===== config.mk =====
export PLATFORM = sky130hd
export DESIGN_NAME = sac_top
export DESIGN_NICKNAME = d
export VERILOG_FILES = /design/src/design/sac_pkg.sv /design/src/design/sac_top.sv
export SDC_FILE = /design/constraint.sdc
export NUM_CORES = 1
export LEC_CHECK = 0
export BUFFER_PORTS_ARGS = -buffer_cell sky130_fd_sc_hd__buf_2
export CORE_MARGIN = 2
export CORE_UTILIZATION = 40
export CTS_CLUSTER_DIAMETER = 200
export DETAILED_ROUTE_END_ITERATION = 10
export HOLD_SLACK_MARGIN = 0.1
export SETUP_SLACK_MARGIN = 0.02
export SYNTH_ARGS = -nofsm -noshare
export SYNTH_HDL_FRONTEND = slang
export SYNTH_SLANG_ARGS = --single-unit

===== constraint.sdc =====
create_clock -name clk -period 14.53 [get_ports clk]
set_input_delay 0.7265 -clock clk [delete_from_list [all_inputs] [get_ports clk]]
set_output_delay 0.7265 -clock clk [all_outputs]
set_load 0.01 [all_outputs]

===== src/design/sac_pkg.sv =====
// Package for the APPROXIMATION_REG converter control block: map, layouts, reset values, timing and types
package sac_pkg;

    // ************************************************************
    // Register map (byte addresses on the plain register port)
    // ************************************************************
    localparam logic [15:0] SAC_ADDR_RESULT = 16'hFF16;
    localparam logic [15:0] SAC_ADDR_MODE = 16'hFF80;
    localparam logic [15:0] SAC_ADDR_CHAN = 16'hFF81;
    localparam logic [15:0] SAC_ADDR_STATUS = 16'hFF82;

    // ************************************************************
    // Field positions
    // ************************************************************
    localparam int SAC_MODE_EN_BIT = 7;
    localparam int SAC_MODE_HW_BIT = 6;
    localparam int SAC_MODE_TSEL_LSB = 3;
    localparam int SAC_MODE_EDGE_LSB = 1;
    localparam int SAC_STAT_FLAG_BIT = 0;
    localparam int SAC_STAT_BUSY_BIT = 1;
    localparam int SAC_RESULT_PAD = 6;

    // ************************************************************
    // Values after reset, and the trial start of each approximation
    // ************************************************************
    localparam logic [7:0] SAC_MODE_RST = 8'h00;
    localparam logic [1:0] SAC_CHAN_RST = 2'h0;
    localparam logic [9:0] SAC_RESULT_RST = 10'h000;
    localparam logic [9:0] SAC_SAR_MSB = 10'h200;
    localparam logic [3:0] SAC_SAR_TOP_IDX = 4'h9;

    // ************************************************************
    // Conversion time in clocks per setting (others fall back to the longest)
    // ************************************************************
    localparam int SAC_CONV_CLK_0 = 144;
    localparam int SAC_CONV_CLK_1 = 120;
    localparam int SAC_CONV_CLK_2 = 96;
    localparam int SAC_CONV_CLK_4 = 72;
    localparam int SAC_CONV_CLK_5 = 60;
    localparam int SAC_CONV_CLK_6 = 48;
    localparam int SAC_BITS = 10;

    typedef enum logic [1:0] {
        SAC_EDGE_NONE = 2'h0,
        SAC_EDGE_FALL = 2'h1,
        SAC_EDGE_RISE = 2'h2,
        SAC_EDGE_BOTH = 2'h3
    } sac_edge_type;

    // Gray along idle -> wait -> sample -> convert -> sample
    typedef enum logic [1:0] {
        SAC_ST_IDLE = 2'h0,
        SAC_ST_WAIT = 2'h1,
        SAC_ST_SAMPLE = 2'h3,
        SAC_ST_CONVERT = 2'h2
    } sac_state_type;

    typedef struct packed {
        logic [15:0] addr;
        logic [15:0] wdata;
        logic wr;
        logic rd;
    } sac_bus_req_type;

    typedef struct packed {
        logic [1:0] channel;
        logic sample_en;
        logic [9:0] tap_code;
    } sac_afe_type;

    typedef struct packed {
        sac_state_type state;
        logic [7:0] mode;
        logic [1:0] chan;
        logic flag;
        logic [7:0] cnt;
        logic [3:0] bit_idx;
        logic [9:0] approx;
        logic [9:0] result;
        logic [15:0] rdata;
        logic irq;
        logic sample_en;
        logic trg_s1;
        logic trg_s2;
        logic trg_s3;
        logic cmp_s1;
        logic cmp_s2;
    } sac_regs_type;

    localparam sac_regs_type SAC_REGS_RST = '{state: SAC_ST_IDLE, mode: SAC_MODE_RST, chan: SAC_CHAN_RST,
        result: SAC_RESULT_RST, default: '0};

    // Total conversion clocks for a time setting
    function automatic int sac_total_cyc(input logic [2:0] sel);
        int t;
        t = SAC_CONV_CLK_0;
        case (sel)
            3'h1: t = SAC_CONV_CLK_1;
            3'h2: t = SAC_CONV_CLK_2;
            3'h4: t = SAC_CONV_CLK_4;
            3'h5: t = SAC_CONV_CLK_5;
            3'h6: t = SAC_CONV_CLK_6;
            default: t = SAC_CONV_CLK_0;
        endcase
        return t;
    endfunction : sac_total_cyc

    // Clocks per bit step: nine tenths of the total shared by ten bits, rounded
    function automatic logic [7:0] sac_step_cyc(input logic [2:0] sel);
        return 8'((sac_total_cyc(sel) * 9 + 50) / 100);
    endfunction : sac_step_cyc

    // Sampling takes what the ten steps leave, about one tenth
    function automatic logic [7:0] sac_samp_cyc(input logic [2:0] sel);
        return 8'(sac_total_cyc(sel) - SAC_BITS * int'(sac_step_cyc(sel)));
    endfunction : sac_samp_cyc

endpackage : sac_pkg


===== src/design/sac_top.sv =====
// Digital control for the four-channel 10-bit successive-approximation converter
// Functional notes
// - Result is 10 bits; one of four inputs is converted each time.
// - Hardware start begins on the chosen trigger edge: rising, falling or both.
// - Software start begins as soon as mode is written with conversion enabled.
// - Hardware start stops after each conversion and raises the end request.
// - Software start repeats back to back, raising the end request each time.
// - Approximation resolves MSB first; the finished value goes to the result.
// - Result word is 16 bits, left-justified, lower six bits always zero.
// - Upper eight result bits in the high byte, lower two atop the low byte.
// - Reset clears the result register to zero.
// - Writing the channel register leaves the end flag alone.
// - Sampling lasts about one tenth of the conversion time.
// - Mode bit 7 enables (0 stops at once); bit 6 picks hardware start.
// - Edge field: 00 none, 01 falling, 10 rising, 11 both.
// ************************************************************
// Design notes
// ************************************************************
// Register port: one-cycle strobes, read data stand only in the cycle after the read strobe.
// Map: result word, mode byte, channel byte, and a status byte of our own choosing.
// Status read: bit 0 is the end flag, bit 1 is high whenever the sequencer is not idle.
// Status write: a one in bit 0 clears the end flag; a completion in that cycle still sets it.
// Mode byte: enable, hardware start, three time-select bits, two edge bits, one unused bit.
// Prohibited time codes fall back to the longest setting, so a bad write stays slow, not fast.
// Step length is about nine hundredths of the total; sampling takes whatever ten steps leave.
// Writing mode or channel restarts the sequencer from the top, even with equal data.
// A mode or channel write in the completion cycle wins: no result load, no request and no flag that cycle.
// The result is kept across such writes rather than left undefined, a safe superset.
// Trigger and comparator come from outside the clock domain and pass two flops first.
// The trigger edge enters sampling two to three clocks after the pin moves; short pulses are lost.
// Triggers that arrive while sampling or converting are ignored, never queued.
// The comparator is looked at two clocks late, so every step must last three clocks or more.
// Hazard: the shortest setting gives four clocks per step, which still leaves a clock spare.
// Limitation: the low six result bits are never stored, only padded on the way out.
// Limitation: only the full 16-bit word is mapped; the high byte alone reads as zero.
// The request output is a one-cycle pulse; the flag is the sticky copy for polling.
// All outputs come straight from the state flops, so nothing combinational reaches a pin.
`timescale 1ns/1ns
`default_nettype none

module sac_top (
    input wire logic clk,
    input wire logic nrst,
    input wire sac_pkg::sac_bus_req_type bus_req,
    output logic [15:0] bus_rdata,
    input wire logic comparator_hi,
    input wire logic external_conv_trigger,
    output sac_pkg::sac_afe_type afe_ctrl,
    output logic conv_end_irq,
    output logic conv_end_irq_flag
);

    // ************************************************************
    // State and decoded fields
    // ************************************************************
    sac_pkg::sac_regs_type r;
    sac_pkg::sac_regs_type n;
    logic conversion_enable_bit;
    logic hw_start_select_bit;
    logic [2:0] time_sel;
    sac_pkg::sac_edge_type edge_sel;
    logic trig_hit;

    assign conversion_enable_bit = r.mode[sac_pkg::SAC_MODE_EN_BIT];
    assign hw_start_select_bit = r.mode[sac_pkg::SAC_MODE_HW_BIT];
    assign time_sel = r.mode[sac_pkg::SAC_MODE_TSEL_LSB +: 3];
    assign edge_sel = sac_pkg::sac_edge_type'(r.mode[sac_pkg::SAC_MODE_EDGE_LSB +: 2]);

    // Edge seen on the synchronised trigger; only the second and third stages are looked at
    always_comb begin
        trig_hit = 1'b0;
        case (edge_sel)
            sac_pkg::SAC_EDGE_FALL: trig_hit = !r.trg_s2 && r.trg_s3;
            sac_pkg::SAC_EDGE_RISE: trig_hit = r.trg_s2 && !r.trg_s3;
            sac_pkg::SAC_EDGE_BOTH: trig_hit = r.trg_s2 != r.trg_s3;
            default: trig_hit = 1'b0; // No edge detection
        endcase
    end

    // ************************************************************
    // Next-state logic
    // ************************************************************
    always_comb begin
        logic [9:0] dec;
        logic set_flag;
        logic clr_flag;
        logic restart;
        logic [7:0] new_mode;
        dec = r.approx;
        set_flag = 1'b0;
        clr_flag = 1'b0;
        restart = 1'b0;
        new_mode = r.mode;
        n = r;
        n.irq = 1'b0;
        n.rdata = 16'h0000;
        // Two-flop synchronisers for the pin and the comparator
        n.trg_s1 = external_conv_trigger;
        n.trg_s2 = r.trg_s1;
        n.trg_s3 = r.trg_s2;
        n.cmp_s1 = comparator_hi;
        n.cmp_s2 = r.cmp_s1;

        // Sequencer; triggers outside the waiting state are ignored
        case (r.state)
            sac_pkg::SAC_ST_IDLE: begin
                n.sample_en = 1'b0;
            end
            sac_pkg::SAC_ST_WAIT: begin
                if (trig_hit) begin
                    n.state = sac_pkg::SAC_ST_SAMPLE;
                    n.sample_en = 1'b1;
                    n.cnt = sac_pkg::sac_samp_cyc(time_sel) - 8'h01;
                end
            end
            sac_pkg::SAC_ST_SAMPLE: begin
                if (r.cnt == 8'h00) begin
                    n.state = sac_pkg::SAC_ST_CONVERT;
                    n.sample_en = 1'b0;
                    n.approx = sac_pkg::SAC_SAR_MSB;
                    n.bit_idx = sac_pkg::SAC_SAR_TOP_IDX;
                    n.cnt = sac_pkg::sac_step_cyc(time_sel) - 8'h01;
                end else begin
                    n.cnt = r.cnt - 8'h01;
                end
            end
            sac_pkg::SAC_ST_CONVERT: begin
                if (r.cnt == 8'h00) begin
                    // Comparator low means the tap is above the input: drop the trial bit
                    if (!r.cmp_s2) begin
                        dec[r.bit_idx] = 1'b0;
                    end
                    if (r.bit_idx == 4'h0) begin
                        n.approx = dec;
                        n.result = dec;
                        n.irq = 1'b1;
                        set_flag = 1'b1;
                        if (hw_start_select_bit) begin
                            n.state = sac_pkg::SAC_ST_WAIT;
                        end else begin
                            n.state = sac_pkg::SAC_ST_SAMPLE;
                            n.sample_en = 1'b1;
                            n.cnt = sac_pkg::sac_samp_cyc(time_sel) - 8'h01;
                        end
                    end else begin
                        dec[r.bit_idx - 4'h1] = 1'b1;
                        n.approx = dec;
                        n.bit_idx = r.bit_idx - 4'h1;
                        n.cnt = sac_pkg::sac_step_cyc(time_sel) - 8'h01;
                    end
                end else begin
                    n.cnt = r.cnt - 8'h01;
                end
            end
            default: begin
                n.state = sac_pkg::SAC_ST_IDLE;
                n.sample_en = 1'b0;
            end
        endcase

        // Mode and channel writes beat a completing conversion: no result load and no request then
        if (bus_req.wr) begin
            case (bus_req.addr)
                sac_pkg::SAC_ADDR_MODE: begin
                    new_mode = bus_req.wdata[7:0];
                    n.mode = new_mode;
                    restart = 1'b1;
                end
                sac_pkg::SAC_ADDR_CHAN: begin
                    n.chan = bus_req.wdata[1:0];
                    restart = 1'b1; // Flag untouched here
                end
                sac_pkg::SAC_ADDR_STATUS: begin
                    clr_flag = bus_req.wdata[sac_pkg::SAC_STAT_FLAG_BIT];
                end
                default: begin
                end
            endcase
        end
        if (restart) begin
            n.irq = 1'b0;
            n.result = r.result;
            set_flag = 1'b0;
            n.approx = r.approx;
            if (!new_mode[sac_pkg::SAC_MODE_EN_BIT]) begin
                n.state = sac_pkg::SAC_ST_IDLE;
                n.sample_en = 1'b0;
            end else if (new_mode[sac_pkg::SAC_MODE_HW_BIT]) begin
                n.state = sac_pkg::SAC_ST_WAIT;
                n.sample_en = 1'b0;
            end else begin
                n.state = sac_pkg::SAC_ST_SAMPLE;
                n.sample_en = 1'b1;
                n.cnt = sac_pkg::sac_samp_cyc(new_mode[sac_pkg::SAC_MODE_TSEL_LSB +: 3]) - 8'h01;
            end
        end
        // Hardware set wins over a software clear in the same cycle
        n.flag = set_flag || (r.flag && !clr_flag);

        // Read data stand only in the cycle after the strobe
        if (bus_req.rd) begin
            case (bus_req.addr)
                sac_pkg::SAC_ADDR_RESULT: n.rdata = {r.result, 6'h00};
                sac_pkg::SAC_ADDR_MODE: n.rdata = {8'h00, r.mode};
                sac_pkg::SAC_ADDR_CHAN: n.rdata = {14'h0000, r.chan};
                sac_pkg::SAC_ADDR_STATUS: n.rdata = {14'h0000, r.state != sac_pkg::SAC_ST_IDLE, r.flag};
                default: n.rdata = 16'h0000;
            endcase
        end
    end

    // ************************************************************
    // State register
    // ************************************************************
    always_ff @(posedge clk or negedge nrst) begin
        if (!nrst) begin
            r <= sac_pkg::SAC_REGS_RST;
        end else begin
            r <= n;
        end
    end

    // Outputs straight from the state flops
    assign bus_rdata = r.rdata;
    // One driver for the whole carrier keeps the struct a single variable
    assign afe_ctrl = '{
        channel: r.chan,
        sample_en: r.sample_en,
        tap_code: r.approx};
    assign conv_end_irq = r.irq;
    assign conv_end_irq_flag = r.flag;

    logic wr_mode;
    logic wr_chan;
    assign wr_mode = bus_req.wr && bus_req.addr == sac_pkg::SAC_ADDR_MODE;
    assign wr_chan = bus_req.wr && bus_req.addr == sac_pkg::SAC_ADDR_CHAN;
endmodule : sac_top

`default_nettype wire


==> results.md <==
* Status: completed
* Avg Inst Size Synth at 8.010 µm²
* Layout cells sized above 1 at 0.1479
* Clock latency on the worst-skew pair at 0.34 ns
* Post-CTS setup buffer count at 0
* FMAX at 79.75 MHz
* Final ANT Viol Nets at 0
* Post-synth top area share at 0.2039
* Yosys Warn Count at 0
* Worst setup path class: input port to register
* Number of global-route vias before repair at 7406
* Synth Cell Area at 8347 µm²
* Num rows at 52
* Worst-path fanout max at 12
* Worst Setup Start Kind: input port
* Final Max Tran Viols at 0
* Max-cap viol count at 0
* Via-to-Cell Ratio at 5.925
* Drt drc at 0
* RSZ-0062 raised after global routing: false
* CTS buffer count at 9
* Initial DRC Count at 469
* Syn Nets at 1153
* Total GRT Usage at 0.2068
* Global-route wire length before repair at 37.69 mm
* TritonRoute pass-1 iters at 5
* Initial antenna violation count at 0
* Routed via count at 7851
* Boundary Pins at 69
* Placer Congestion at 0.9183
* DR WL/cell at 17.15 µm
* Post-DP HPWL at 17.50 mm
* CTS tree: yes
* Post-cts sizing count at 0
* Flops & latches, synth at 68
* Mapped Cells at 1042
* Clk slew on worst S/H paths at 0.06 ns
* Die Y at 148.5 µm
* Power per cell area at 79.53 nW/µm²
* Clock net sink count at 68
* Htree depth at 3
* Largest net degree at the start of global routing at 69
* IO Port Bufs at 60
* Cell taking the most area after synthesis: dfrtp_1
* Most used flip-flop cell after synthesis: dfrtp_1
* Final Cycle Share at 0.8630
* Seq/Total Area, Yosys at 0.2039
* DIE AREA at 22040 µm²
* Main area contributors after synthesis: dfrtp_1 20%, ha_1 10%, nand2_1 4.9%
* Root buf cell: clkbuf_16
* CP endpoint kind: register
* Crit-path max cell delay at 0.61 ns
* Core box area at 20360 µm²
* LEAKAGE at 0.003809 µW
* HP Class: register to register
* Crit path required time at 14.77 ns
* EDFF count, synth at 0
* Count leader, synth: nand2_1
* Final Setup Violations at 0
* # nets final at 1161
* Asr flop ratio synth at 1.000
* Clock skew at 0.008439 ns
* Number of diodes at 0
* Max Root-Sink Buffers at 2
* Min Clock Period, post-route at 12.54 ns
* Horiz. Die Dim at 148.5 µm
* Tot Pwr at 711.0 µW
* Critical path's slowest cell: fa_1
* Final WL at 22.73 mm
* Area Overhead vs Synth at 7.105%
* Fin Setup TNS at 0 ns
* Worst path arrival time at 12.78 ns
* Most used cell, CP: ha_1
* Starting density of the core at 0.4099
* Hold Vio Cnt, Final at 0
* Remaining global-route overflow at 0
* Library cells used by synthesis at 114
* Commonest cells in the netlist: 108 x nand2_1, 78 x nor2_1, 70 x a21oi_1
* CTS Hold Bufs at 0
* Worst-Margin Slew at 0.9254 ns
* Max-slew headroom at 0.3810
* VDD IR-drop max at 0.05767 mV
## layout make-up
class,count,area [µm²]
well taps,270,337.8
multi-input cells,852,6058
inverters,57,216.5
repair buffers,62,317.8
flip-flops and latches,68,1702
clock inverters,7,82.58
clock buffers,9,225.2
fillers,2067,11420
## cells by family after synthesis
family | count (synthesis) | share of synthesized area
flops | 68 | 0.2039
buf+inv | 122 | 0.07030
fa+ha+maj | 73 | 0.1139
xor+xnor | 46 | 0.05187
simple gates | 378 | 0.2397
mux | 28 | 0.03792
other cells | 1 | 0.0004493
compound gates | 326 | 0.2820
## layer usage
| layer | GRT usage | part of all wire | vias to the layer above |
|---|---|---|---|
| met5 | 0 | 0 | - |
| met4 | 0.05714 | 0.023 | 0 |
| met3 | 0.02178 | 0.034 | 43 |
| met2 | 0.3502 | 0.48 | 205 |
| met1 | 0.2807 | 0.46 | 3767 |
| li1 | - | - | 3836 |
## critical path: cells and delay by family
| kind | cells | cell delay [ns] |
|---|---|---|
| AOI/OAI and AO/OA | 16 | 4.22 |
| adders and majority gates | 9 | 3.16 |
| and+or+nand+nor | 11 | 2.71 |
| muxes | 2 | 0.84 |
| xor gates and xnor gates | 4 | 0.59 |
| buffers and inverters | 6 | 0.49 |
## cells in the final DEF, fill, tap and decap left out, drive strengths merged, types with 22 or more instances in the layout
| master | instances |
|---|---|
| dfrtp | 68 |
| inv | 57 |
| nor2 | 81 |
| a21oi | 74 |
| ha | 68 |
| buf | 62 |
| xnor2 | 35 |
| nor3 | 30 |
| nand2 | 109 |
| o21ai | 72 |
| nand3 | 39 |
| a31oi | 22 |
## stage by stage
step                      setup WS [ns]  std cells  hold slack [ns]  cell area (µm²)  utilization
final                             1.991       1325           0.3551             8940       0.4390
after CTS                         2.024       1325           0.3553             8940       0.4390
after floorplan                   3.621       1042           0.3312             8347            -
after global routing             0.9381       1325           0.3627             8940       0.4390
after detailed placement          1.706       1309           0.3412             8632       0.4239
after global placement            1.891       1309           0.3338             8632       0.4239
## power breakdown
group	switching (µW)	internal, µW	total (µW)	leakage [µW]
clock network	92.2	136	228	0.000145
logic	143	97.4	241	0.00277
registers	29.3	213	242	0.000898
## registers in the layout (all words and copies together), names as in the netlist, named ones only
register,count
afe_ctrl,13
n,3
conv_end_irq_flag,1
conversion_enable_bit,1
bus_rdata,16
conv_end_irq,1
hw_start_select_bit,1
r,29
## final timing paths
check | depth (start not counted) | to | from | slack (ns)
max | 48 | r[54] | bus_req[21] | 1.99
min | 0 | r[0] | n[0] | 0.36
max reg2reg | 46 | r[54] | r[61] | 2.57
min reg2reg | 0 | r[0] | n[0] | 0.36
max in group asynchronous | 1 | r[61] | nrst | 13.46
min in group asynchronous | 1 | bus_rdata[5] | nrst | 0.48
No activity file was read; power rests on OpenSTA's default activity.
